$ cat config.mk
export PLATFORM = sky130hd
export DESIGN_NAME = irq_enable_regs
export DESIGN_NICKNAME = d
export VERILOG_FILES = /design/src/hdl/enable_latch_bank.v /design/src/hdl/irq_enable_regs.v
export VERILOG_INCLUDE_DIRS = /design/src /design/src/hdl
export SDC_FILE = /design/constraint.sdc
export NUM_CORES = 1
export LEC_CHECK = 0
export ABC_AREA = 1
export BUFFER_PORTS_ARGS = -buffer_cell sky130_fd_sc_hd__buf_2
export CELL_PAD_IN_SITES_DETAIL_PLACEMENT = 0
export CELL_PAD_IN_SITES_GLOBAL_PLACEMENT = 1
export CORE_UTILIZATION = 34
export DETAILED_ROUTE_END_ITERATION = 10
export PLACE_DENSITY = 0.79
export SLEW_MARGIN = 20
export SYNTH_ARGS = -nofsm -noshare
export SYNTH_HDL_FRONTEND = slang
export SYNTH_HIERARCHICAL = 1
export SYNTH_SLANG_ARGS = --single-unit
$ cat constraint.sdc
create_clock -name hclk -period 2.1 [get_ports hclk]
set_input_delay 0.525 -clock hclk [delete_from_list [all_inputs] [get_ports hclk]]
set_output_delay 0.525 -clock hclk [all_outputs]
set_load 0.01 [all_outputs]
$ cat src/hdl/irq_enable_defines.vh
// constants for the interrupt enable set/clear register block
// assumes a single ahb-lite slave window, word-aligned 32-bit registers
`ifndef IRQ_ENABLE_DEFINES_VH
`define IRQ_ENABLE_DEFINES_VH

// ***************************************************************
// register offsets (byte addresses inside the slave window)
// ***************************************************************
`define ADDR_W                12
`define OFS_SET_LOWER         12'h000
`define OFS_SET_UPPER         12'h004
`define OFS_CLEAR_LOWER       12'h008
`define OFS_CLEAR_UPPER       12'h00c

// ***************************************************************
// field layout and reset values
// ***************************************************************
`define LOWER_W               32
`define UPPER_W               14
`define UPPER_MSB             13
`define LOWER_RESET           32'h0000_0000
`define UPPER_RESET           14'h0000
`define RDATA_RESET           32'h0000_0000

// ***************************************************************
// ahb-lite encodings
// ***************************************************************
`define HTRANS_NONSEQ_BIT     1
`define HSIZE_WORD            3'h2
`define HRESP_OKAY            1'h0

`endif

$ cat src/hdl/enable_latch_bank.v
// bank of interrupt enable latches, one per interrupt
// assumes set and clear strobes are one-cycle, already decoded per bit
`timescale 1ns/100ps
`default_nettype none
`include "irq_enable_defines.vh"

module enable_latch_bank
#(
   parameter WIDTH = 32
)
(
   input  wire             hclk,
   input  wire             hresetn,
   input  wire [WIDTH-1:0] set_bits,
   input  wire [WIDTH-1:0] clear_bits,
   output reg  [WIDTH-1:0] state_reg,
   output wire [WIDTH-1:0] state_next
);

   // ***************************************************************
   // per-bit latch
   // ***************************************************************
   genvar i;
   generate
      for (i = 0; i < WIDTH; i = i + 1)
      begin : g_bit
         // clear beats set so a racing write pair never leaves a stray enable
         assign state_next[i] = clear_bits[i] ? 1'b0 :
                                set_bits[i]   ? 1'b1 : state_reg[i];
         always @(posedge hclk or negedge hresetn)
         begin
            if (!hresetn)
               state_reg[i] <= 1'b0;
            else
               state_reg[i] <= state_next[i];
         end
      end
   endgenerate

endmodule // enable_latch_bank

`default_nettype wire

$ cat src/hdl/irq_enable_regs.v
// ahb-lite slave holding the interrupt enable set and clear views
// assumes one master, single word transfers, hready fed back from hreadyout
`timescale 1ns/100ps
`default_nettype none
`include "irq_enable_defines.vh"

module irq_enable_regs
(
   input  wire                  hclk,
   input  wire                  hresetn,
   input  wire                  hsel,
   input  wire [31:0]           haddr,
   input  wire [1:0]            htrans,
   input  wire                  hwrite,
   input  wire [2:0]            hsize,
   input  wire [31:0]           hwdata,
   input  wire                  hready,
   output reg                   hreadyout,
   output reg                   hresp,
   output reg  [31:0]           hrdata,
   output wire [`LOWER_W-1:0]   enable_lower,
   output wire [`UPPER_W-1:0]   enable_upper
);

   // ***************************************************************
   // address phase capture
   // ***************************************************************
   wire                 addr_valid;
   wire                 word_ok;
   wire [`ADDR_W-1:0]   addr_low;
   reg                  wr_pending_reg;
   reg  [`ADDR_W-1:0]   wr_addr_reg;
   reg                  wr_pending_next;
   reg  [`ADDR_W-1:0]   wr_addr_next;

   assign addr_low   = haddr[`ADDR_W-1:0];
   // only whole aligned words are honoured; narrower ones complete but do nothing
   assign word_ok    = (hsize == `HSIZE_WORD) && (haddr[1:0] == 2'h0);
   assign addr_valid = hsel && htrans[`HTRANS_NONSEQ_BIT] && hready && word_ok;

   always @*
   begin
      wr_pending_next = 1'b0;
      wr_addr_next    = wr_addr_reg;
      if (addr_valid && hwrite)
      begin
         wr_pending_next = 1'b1;
         wr_addr_next    = addr_low;
      end
   end

   always @(posedge hclk or negedge hresetn)
   begin
      if (!hresetn)
      begin
         wr_pending_reg <= 1'b0;
         wr_addr_reg    <= {`ADDR_W{1'b0}};
      end
      else
      begin
         wr_pending_reg <= wr_pending_next;
         wr_addr_reg    <= wr_addr_next;
      end
   end

   // ***************************************************************
   // write decode (data phase)
   // ***************************************************************
   reg                  wr_set_lower;
   reg                  wr_set_upper;
   reg                  wr_clear_lower;
   reg                  wr_clear_upper;

   always @*
   begin
      wr_set_lower   = 1'b0;
      wr_set_upper   = 1'b0;
      wr_clear_lower = 1'b0;
      wr_clear_upper = 1'b0;
      if (wr_pending_reg)
      begin
         if (wr_addr_reg == `OFS_SET_LOWER)
            wr_set_lower = 1'b1;
         else if (wr_addr_reg == `OFS_SET_UPPER)
            wr_set_upper = 1'b1;
         else if (wr_addr_reg == `OFS_CLEAR_LOWER)
            wr_clear_lower = 1'b1;
         else if (wr_addr_reg == `OFS_CLEAR_UPPER)
            wr_clear_upper = 1'b1;
      end
   end

   // ***************************************************************
   // write data for the upper half
   // ***************************************************************
   wire [`UPPER_W-1:0]  upper_wdata;

   // bits 31..14 of a write have no latch behind them and are dropped
   assign upper_wdata = hwdata[`UPPER_MSB:0];

   // ***************************************************************
   // set and clear strobes per interrupt
   // ***************************************************************
   wire [`LOWER_W-1:0]  set_lower_bits;
   wire [`LOWER_W-1:0]  clear_lower_bits;
   wire [`UPPER_W-1:0]  set_upper_bits;
   wire [`UPPER_W-1:0]  clear_upper_bits;

   // only ones act; zeros in hwdata leave the latch alone
   assign set_lower_bits   = wr_set_lower   ? hwdata : {`LOWER_W{1'b0}};
   assign clear_lower_bits = wr_clear_lower ? hwdata : {`LOWER_W{1'b0}};
   assign set_upper_bits   = wr_set_upper   ? upper_wdata : {`UPPER_W{1'b0}};
   assign clear_upper_bits = wr_clear_upper ? upper_wdata : {`UPPER_W{1'b0}};

   // ***************************************************************
   // shared enable latches
   // ***************************************************************
   wire [`LOWER_W-1:0]  lower_next;
   wire [`UPPER_W-1:0]  upper_next;

   // set and clear views land on the same latch for each interrupt
   enable_latch_bank
   #(
      .WIDTH      (`LOWER_W)
   )
   u_lower
   (
      .hclk       (hclk),
      .hresetn    (hresetn),
      .set_bits   (set_lower_bits),
      .clear_bits (clear_lower_bits),
      .state_reg  (enable_lower),
      .state_next (lower_next)
   );

   enable_latch_bank
   #(
      .WIDTH      (`UPPER_W)
   )
   u_upper
   (
      .hclk       (hclk),
      .hresetn    (hresetn),
      .set_bits   (set_upper_bits),
      .clear_bits (clear_upper_bits),
      .state_reg  (enable_upper),
      .state_next (upper_next)
   );

   // ***************************************************************
   // read decode (address phase)
   // ***************************************************************
   reg                  rd_lower;
   reg                  rd_upper;

   // both views of one half read the same latches, so two offsets share a select
   always @*
   begin
      rd_lower = 1'b0;
      rd_upper = 1'b0;
      if (addr_valid && !hwrite)
      begin
         if (addr_low == `OFS_SET_LOWER)
            rd_lower = 1'b1;
         else if (addr_low == `OFS_CLEAR_LOWER)
            rd_lower = 1'b1;
         else if (addr_low == `OFS_SET_UPPER)
            rd_upper = 1'b1;
         else if (addr_low == `OFS_CLEAR_UPPER)
            rd_upper = 1'b1;
      end
   end

   // ***************************************************************
   // read path
   // ***************************************************************
   // read data is sampled from the next latch state, so a read that follows
   // a write back to back already sees it without a wait state
   wire [31:0]          upper_word;
   reg  [31:0]          rdata_next;

   // reserved bits 31..14 have no storage and are tied low here
   assign upper_word = {{(32-`UPPER_W){1'b0}}, upper_next};

   always @*
   begin
      rdata_next = `RDATA_RESET;
      if (rd_lower)
         rdata_next = lower_next;
      else if (rd_upper)
         rdata_next = upper_word;
   end

   // ***************************************************************
   // bus response
   // ***************************************************************
   // never stalls and never errors; unmapped words read zero, writes vanish
   // zero wait states: every transfer completes in its first data cycle
   always @(posedge hclk or negedge hresetn)
   begin
      if (!hresetn)
         hreadyout <= 1'b1;
      else
         hreadyout <= 1'b1;
   end

   // the slave has no error cases, so the response stays okay
   always @(posedge hclk or negedge hresetn)
   begin
      if (!hresetn)
         hresp <= `HRESP_OKAY;
      else
         hresp <= `HRESP_OKAY;
   end

   // hrdata drops to zero after its data phase so stale words never linger
   always @(posedge hclk or negedge hresetn)
   begin
      if (!hresetn)
         hrdata <= `RDATA_RESET;
      else
         hrdata <= rdata_next;
   end

endmodule // irq_enable_regs

`default_nettype wire

==> impl_metrics.yaml, run 1 <==
yosys:
  yosys_warnings: 6
  postSynthCellCount: 484
  synth.avg_cell_area_um2: 8.076
  ys_seq_elements: 91
  synthDistinctLibCells: 16
  yosysSeqAreaShare_pct: 58.26
  syn-cell-area_um2: 3909
  synth_nets: 558
global_route:
  grt_max_degree: 37
  antenna_found_initial: 0
  overflow: 0
  first_global_vias: 3234
  grt_first_pass_wirelength_um: 15240
  track_usage_pct: 17.08
place:
  pre_cts_ws_ps: 361.1
  placedCellCount: 749
  dp_hpwl_um: 6545
  placed_area_um2: 4740
  port_buffers: 130
  place_congestion: 0.7789
timing:
  max_clock_freq_ghz: 0.6100
  max-slew-margin-rel_pct: 60.07
  fin_crit_ps: 1639
  tns_ps: 0
  setup_viol: 0
  finalClockSkew_ps: 4.406
  hold_viol_final: 0
  worst_pin_slew_ps: 597.5
  period_share_pct: 78.07
  rsz0062_at_grt: "false"
  holdWs_ps: 146.2
  finalWorstSetupSlack_ps: 460.6
  drv_slew: 0
route:
  dr.first_iter.drc_count: 179
  ant_nets: 0
  postRouteWirelength_um: 9649
  route.detailed.drc: 0
  drt_pass1_iterations: 4
  num_vias: 3404
  wl_per_cell_um: 12.61
  viasPerCell: 4.450
layout:
  utilization_pct: 45.95
  stdcell_count: 765
  mostFrequentLayoutCell: "nor2_1"
  final_nets: 694
  fillCellCount: 1111
  insertedDiodeCount: 0
  post-route-cell-area_um2: 5069
  areaGrowthSynthToFinish_pct: 29.67
  layout-drive-gt1-share_pct: 26.40
  mostFrequentLayoutCells: "nor2_1 (212), buf_2 (129), dfrtp_1 (91), inv_1 (69), nand2_1 (44)"
floorplanning:
  die_area_um2: 11930
  core_area_um2: 11030
  start_util_pct: 35.44
  rows: 38
  io-pin-count: 154
  die_x_um: 109.2
  die_h_um: 109.2
cts:
  cts_resized: 0
  htreeDepth: 3
  ctsHoldBuffers: 0
  cts_tree: "done"
  cts_setup_buffers: 0
  clockBufferDepth: 2
  cts_buffers: 9
  clkSlewWorstSetupHoldPaths_ps: 60
  cts_root_buffer: "clkbuf_16"
  clkSinkCount: 91
  insertion_delay_ps: 340
power_and_ir_drop:
  swShare_pct: 22.61
  vdd_drop_max_v: 0.0003087
  power_leakage_nw: 3.073
  power.internal_mw: 3.045
  p_switching_mw: 0.8894
  power_density_nw_per_um2: 776.3
  comb_power_share_pct: 8.2
  pwr-share-seq_pct: 47.1
  power_mw: 3.935
  pwr-share-clk_pct: 44.7
critical_path:
  worstPathRequired_ps: 2370
  cp_max_fo: 11
  cp.arrival_ps: 1910
  cp-end-kind: "flop"
  cpMaxStageDelayCell: "dfrtp_1"
  cpPeakStageDelay_ps: 390
  startpoint_type: "flop"
  path_cells: "nor3_1 -> nand4_2 -> buf_4 -> nor2_1 -> nor2_1 -> nor2_1 -> nand3_1 -> nand2_1"
  crit_path_frequent_cell: "nor2_1"
  crit_type: "reg -> reg"
run:
  cap_violations: 0
worst_hold_path:
  hp-class: "in -> async"
run_status:
  status: "finished, final reports clean"
-- power groups by stage --
stage	registers [mW]	clock network [mW]	logic [mW]
after floorplan	1.91	0	0.124
after global placement	1.88	0	0.321
after detailed placement	1.88	0	0.329
after CTS	1.85	1.80	0.330
after global routing	1.86	1.88	0.370
final	1.85	1.76	0.323
-- critical path: cells and delay by family, from the launching register on --
| kind | cells | cell delay (ps) |
|---|---|---|
| buf+inv | 1 | 210 |
| flops | 1 | 390 |
| simple gates | 7 | 960 |
-- layer usage --
metal  global-route usage (%)  part of all wire, %
met5                        0                    0
met4                    8.571                  1.8
met2                    27.13                   46
met3                    3.407                  6.4
met1                    22.13                   46
-- logic make-up after synthesis --
group                  synth area share (%)
AND/OR/NAND/NOR                       30.70
flip-flops                            58.26
buffers and inverters                 9.699
AO/OA/AOI/OAI                         1.152
other                                0.1921
-- final timing paths --
check,to,startpoint,cells past startpoint,slack (ps)
worst max register to register,hrdata[0],wr_addr_reg[1],8,460
worst min-delay path,hrdata[12],hresetn,1,150
worst max-delay path,hrdata[0],wr_addr_reg[1],8,460
min in group hclk,wr_addr_reg[3],haddr[3],3,390
max in group asynchronous,u_lower/state_reg[24],hresetn,2,1380
worst min register to register,wr_addr_reg[4],wr_addr_reg[4],2,490
-- cell type report --
cell class	instances	area [um^2]	area share (%)
clock inverter	4	72.57	1.432
sequential	91	2277	44.93
multi-input combinational	306	1252	24.71
clock buffer	12	256.5	5.060
inverter	69	259.0	5.110
timing repair buffer	143	775.7	15.30
tap	140	175.2	3.456
-- cells in the mapped netlist --
cell type | n | area share (%)
nor2_1 | 212 | 20
dfrtp_1 | 91 | 58
inv_1 | 69 | 6.6
nand2_1 | 44 | 4.2
nand3_1 | 30 | 3.8
buf_2 | 12 | 1.5
o21ai_0 | 9 | 1.2
buf_6 | 4 | 1.2
nor2_4 | 3 | 0.86
buf_4 | 2 | 0.38
conb_1 | 2 | 0.19
nand4_2 | 2 | 0.64
nand2_4 | 1 | 0.29
nand3b_1 | 1 | 0.19
nor2_2 | 1 | 0.16
nor3_1 | 1 | 0.13
No activity file was read; power rests on OpenSTA's default activity.
==> run 2, diff against run 1 <==
--- a/config.mk
+++ b/config.mk
@@ -6,13 +6,13 @@
 export SDC_FILE = /design/constraint.sdc
 export NUM_CORES = 1
 export LEC_CHECK = 0
-export ABC_AREA = 1
+export ABC_AREA = 0
 export BUFFER_PORTS_ARGS = -buffer_cell sky130_fd_sc_hd__buf_2
 export CELL_PAD_IN_SITES_DETAIL_PLACEMENT = 0
 export CELL_PAD_IN_SITES_GLOBAL_PLACEMENT = 1
 export CORE_UTILIZATION = 34
 export DETAILED_ROUTE_END_ITERATION = 10
-export PLACE_DENSITY = 0.79
+export PLACE_DENSITY = 0.75
 export SLEW_MARGIN = 20
 export SYNTH_ARGS = -nofsm -noshare
 export SYNTH_HDL_FRONTEND = slang
==> constraint.sdc (replaced) <==
create_clock -name hclk -period 1.4 [get_ports hclk]
set_input_delay 0.35 -clock hclk [delete_from_list [all_inputs] [get_ports hclk]]
set_output_delay 0.35 -clock hclk [all_outputs]
set_load 0.01 [all_outputs]
==> run 2 against run 1 <==
The run now ends with negative setup slack left. Clock power grew 51%. Final cell count shrank 16%. Combinational power grew 35%. Cell area grew 13%. Critical path type unchanged.
==> impl_metrics.yaml, run 2 <==
power_and_ir_drop:
  power_density_nw_per_um2: 1012
  power_mw: 5.807
  power_leakage_nw: 3.051
  vdd_drop_max_v: 0.0006314
timing:
  finalWorstSetupSlack_ps: -757.4
  finalClockSkew_ps: 5.845
  hold_viol_final: 0
  fin_crit_ps: 2157
  drv_slew: 0
  setup_viol: 78
  period_share_pct: 154.1
  rsz0062_at_grt: "true"
  max_clock_freq_ghz: 0.4635
layout:
  layout-drive-gt1-share_pct: 52.61
  mostFrequentLayoutCell: "buf_2"
  final_nets: 568
  areaGrowthSynthToFinish_pct: 36.49
  stdcell_count: 645
  fillCellCount: 1106
  mostFrequentLayoutCells: "buf_2 (129), dfrtp_1 (90), and2_1 (41), and2_2 (39), o21ba_1 (35)"
  ff_latch_area_um2: 2278
  multi_input_area_um2: 1888
  insertedDiodeCount: 0
critical_path:
  r2r-start: "wr_addr_reg[1]"
  crit_type: "reg -> reg"
  worstPathRequired_ps: 1640
  r2r_slack_ps: -760
  reg2reg_to: "hrdata[5]"
  startpoint_type: "flop"
  cp-end-kind: "flop"
  worstRegToRegCells: 8
  cp_max_fo: 14
  cp.arrival_ps: 2400
place:
  port_buffers: 130
  place_congestion: 0.7864
  dp_hpwl_um: 7383
  placedCellCount: 625
cts:
  cts_root_buffer: "clkbuf_16"
  clkSinkCount: 91
  clockBufferDepth: 2
  cts_buffers: 9
  clkSlewWorstSetupHoldPaths_ps: 60
  insertion_delay_ps: 330
  htreeDepth: 3
  cts_tree: "done"
global_route:
  track_usage_pct: 17.71
  antenna_found_initial: 0
  grt_first_pass_wirelength_um: 17550
  first_global_vias: 3452
  grt_max_degree: 34
  overflow: 0
worst_hold_path:
  min_path_cells: 2
  hp-class: "in -> reg"
  hold_path_end: "wr_addr_reg[3]"
  hold_path.startpoint: "haddr[3]"
yosys:
  synth_edf_count: 0
  synth_top_area_share_pct: 54.17
  synth.avg_cell_area_um2: 12.05
  synthAdderAreaFrac_pct: 0
  synth_xor_xnor_area_share_pct: 0
  synth.largest_area_cell: "dfrtp_1"
  synthTopCellsByArea: "dfrtp_1 (54%), o21ba_1 (11%), and2_2 (9.5%), and2_1 (6.3%), mux2i_1 (3.3%)"
  synth_top_family_by_area: "simple AND/OR/NAND/NOR gates"
  async_flop_share_pct: 100.0
  yosysSeqAreaShare_pct: 54.17
  ys_seq_elements: 91
  synth_common_cells: "dfrtp_1 (91), and2_2 (53), o21ba_1 (46)"
  synthMuxAreaShare_pct: 6.012
  yosysMostFrequentCell: "dfrtp_1"
  synth_compound_area_share_pct: 10.95
  syn-cell-area_um2: 4204
  synth_flop_cell: "dfrtp_1"
  yosys.area_share.simple_pct: 24.70
  synth_nets: 423
  postSynthCellCount: 349
  synthDistinctLibCells: 26
  yosys_warnings: 6
route:
  viasPerCell: 4.856
  route.detailed.drc: 0
  num_vias: 3132
  dr.first_iter.drc_count: 99
  ant_nets: 0
  postRouteWirelength_um: 10720
  wl_per_cell_um: 16.62
  drt_pass1_iterations: 4
run:
  cap_violations: 0
floorplanning:
  io-pin-count: 154
  die_h_um: 113.2
  start_util_pct: 35.00
  core_area_um2: 12010
  die_x_um: 113.2
  die_area_um2: 12810
  rows: 40
run_status:
  failed_checks: "negative setup slack"
  status: "finished, violations left"
[run 2: cell count changes after synthesis, moves of 42 or more]
cell,previous run,this run
o21ba_1,0,46
nand2_1,44,1
and2_1,0,42
and2_2,0,53
inv_1,69,19
nor2_1,212,2
[run 2: area by class of cell]
cell class,instances,area share (%)
sequential,91,39.71
multi-input combinational,218,32.90
timing repair buffer,155,17.25
clock buffer,11,4.405
tap,147,3.205
clock inverter,4,1.287
inverter,19,1.243
[run 2: cell families after synthesis]
kind of cell	after synthesis
buffers and inverters	40
multiplexers	24
other	2
AO/OA/AOI/OAI	46
AND/OR/NAND/NOR	146
flip-flops	91
[run 2: layer usage]
metal	routed length, um	global-route usage (%)
met4	161	5.175
met5	0	0
met3	554	4.446
met1	4604	21.84
met2	5398	30.59
[run 2: critical path: stages (launching register included)]
cell,delay [ps]
dfrtp_1,370
or4_4,580
buf_6,140
nor4_4,290
buf_12,180
and2_1,150
o21ba_4,150
mux2i_1,70
nor3_1,150
[run 2: metrics by stage]
stage	utilization, %	worst slack [ps]	hold WS [ps]	area [um^2]	setup TNS [ps]
after floorplan	-	-604.2	54.41	4255	-36930
after global placement	43.68	-738.2	307.1	5246	-46390
after detailed placement	43.68	-793.1	310.5	5246	-49340
after CTS	47.01	-792.7	238.5	5647	-49620
after global routing	47.77	-886.9	248.9	5738	-55150
final	47.77	-757.4	249.3	5738	-47680
[run 2: what timing repair did]
item | CTS | global route
pin swaps | 3 | 1
setup buffers | 3 | 0
hold buffers | 1 | 0
endpoints found under the hold margin | 24 | 0
gates cloned | 1 | 0
gates resized for setup | 9 | 22
endpoints found under the setup margin | 78 | 78
[run 2: worst max path at each step]
| stage | cells past startpoint | slack (ps) | startpoint | end |
|---|---|---|---|---|
| 5_1_grt | 8 | -890 | wr_addr_reg[1] | hrdata[5] |
| 3_5_place_dp | 7 | -790 | wr_addr_reg[3] | hrdata[10] |
| 6_report | 8 | -760 | wr_addr_reg[1] | hrdata[5] |
| 3_3_place_gp | 7 | -740 | wr_addr_reg[6] | hrdata[13] |
| 2_1_floorplan | 7 | -600 | wr_addr_reg[6] | hrdata[11] |
| 4_1_cts | 8 | -790 | wr_addr_reg[1] | hrdata[5] |
[run 2: power breakdown]
| part | internal [mW] | switching [mW] |
|---|---|---|
| Clock | 1.65 | 0.995 |
| Combinational | 0.202 | 0.233 |
| Sequential | 2.69 | 0.0370 |
==> run 3, diff against run 2 <==
--- a/config.mk
+++ b/config.mk
@@ -10,6 +10,7 @@
 export BUFFER_PORTS_ARGS = -buffer_cell sky130_fd_sc_hd__buf_2
 export CELL_PAD_IN_SITES_DETAIL_PLACEMENT = 0
 export CELL_PAD_IN_SITES_GLOBAL_PLACEMENT = 1
+export CORE_ASPECT_RATIO = 1.5
 export CORE_UTILIZATION = 34
 export DETAILED_ROUTE_END_ITERATION = 10
 export PLACE_DENSITY = 0.75
==> run 3 against run 2 <==
The flow still finishes with violations (negative setup slack). Sequential power is essentially flat. Non-clock buffer count rose by 7. Die area is essentially flat. Clock power shrank 8.7%. Fmax down 0.66%. Sequential share of layout area is 2.6 points lower. Critical path depth is the same. Total power down 3.0%. Critical path type unchanged.
==> impl_metrics.yaml, run 3 (synthesis gave the netlist of run 2 again) <==
timing:
  finalWorstSetupSlack_ps: -771.6
  setup_viol: 78
  drv_slew: 0
  tns_ps: -49230
  hold_viol_final: 0
  max_clock_freq_ghz: 0.4605
  fin_crit_ps: 2172
  period_share_pct: 155.1
  rsz0062_at_grt: "true"
  finalClockSkew_ps: 4.208
cts:
  cts_buffers: 9
  clkSlewWorstSetupHoldPaths_ps: 60
  cts_tree: "done"
  clockBufferDepth: 2
  cts_root_buffer: "clkbuf_16"
  htreeDepth: 3
  insertion_delay_ps: 330
  clkSinkCount: 91
floorplanning:
  die_h_um: 138.2
  core_area_um2: 12020
  start_util_pct: 34.99
  io-pin-count: 154
  die_area_um2: 12820
  die_x_um: 92.79
  rows: 49
layout:
  fillCellCount: 1108
  areaGrowthSynthToFinish_pct: 46.16
  utilization_pct: 51.13
  insertedDiodeCount: 0
  final_nets: 575
  layout-drive-gt1-share_pct: 65.74
  mostFrequentLayoutCells: "buf_2 (129), dfrtp_1 (91), and2_4 (62), o21ba_4 (45), and2_1 (26)"
  multi_input_area_um2: 2246
  mostFrequentLayoutCell: "buf_2"
  stdcell_count: 658
  ff_latch_area_um2: 2277
power_and_ir_drop:
  power_density_nw_per_um2: 916.6
  vdd_drop_max_v: 0.0004680
  power_mw: 5.632
  power_leakage_nw: 3.056
critical_path:
  cp.arrival_ps: 2380
  crit_type: "reg -> reg"
  startpoint_type: "flop"
  cp_max_fo: 8
  worstPathRequired_ps: 1610
  cp-end-kind: "flop"
run:
  cap_violations: 0
global_route:
  grt_first_pass_wirelength_um: 18200
  first_global_vias: 3492
  overflow: 0
  grt_max_degree: 56
  antenna_found_initial: 0
  track_usage_pct: 18.42
run_status:
  failed_checks: "negative setup slack"
  status: "finished, violations left"
route:
  met2_length_um: 6115
  postRouteWirelength_um: 11200
  route.detailed.drc: 0
  route.layer.met1.wl_um: 4449
  met3_length_um: 370
  viasPerCell: 4.839
  drt_pass1_iterations: 4
  highest_layer: "met4"
  dr.first_iter.drc_count: 88
  wl_per_cell_um: 17.02
  num_vias: 3184
  ant_nets: 0
place:
  dp_hpwl_um: 7417
  placedCellCount: 630
  port_buffers: 130
  pre_cts_ws_ps: -801.3
  place_congestion: 0.7613
worst_hold_path:
  hp-class: "in -> reg"
run 3: final cells by class:
cell class	count	area share, %
sequential	91	37.06
multi-input combinational	218	36.55
timing repair buffer	162	17.31
clock buffer	13	4.235
tap	153	3.115
inverter	19	1.161
clock inverter	2	0.5701
run 3: power breakdown:
part,internal (mW),switching (mW)
Clock,1.47,0.951
Combinational,0.233,0.247
Sequential,2.69,0.0443
Total,4.39,1.24
run 3: metrics by stage:
stage	area (um^2)	hold WS [ps]
2_1_floorplan	4255	54.41
3_3_place_gp	5209	346.4
3_5_place_dp	5209	347.5
4_1_cts	6021	253.4
5_1_grt	6145	261.1
6_report	6145	264.4
run 3: final timing paths:
check	start	to	slack (ps)	depth (start not counted)
setup / recovery	wr_addr_reg[7]	hrdata[11]	-770	8
hold / removal	haddr[9]	wr_addr_reg[9]	260	2
setup reg to reg	wr_addr_reg[7]	hrdata[11]	-770	8
hold reg to reg	wr_addr_reg[0]	wr_addr_reg[0]	500	1
max in group asynchronous	hresetn	hrdata[3]	570	3
min in group asynchronous	hresetn	u_lower/state_reg[15]	540	3
run 3: timing repair:
item / in CTS / in global routing
hold buffers: 1 / 0
buffers inserted: 7 / 2
resized for setup: 111 / 27
endpoints found under the setup margin: 78 / 78
pin swaps: 40 / 6
gates cloned: 4 / 0
endpoints found under the hold margin: 36 / 0
run 3: per-layer routing:
metal,track usage (%),vias to the layer above
li1,-,1477
met1,21.04,1606
met2,33.59,84
met3,2.750,17
met4,7.611,0
met5,0,-
run 3: critical path, cell delays in order, from the launching register on:
cell,delay [ps]
dfrtp_1,430
or4b_4,540
nor4_4,270
buf_6,180
buf_6,140
and2_4,130
o21ba_4,150
mux2i_1,150
nor3_1,60
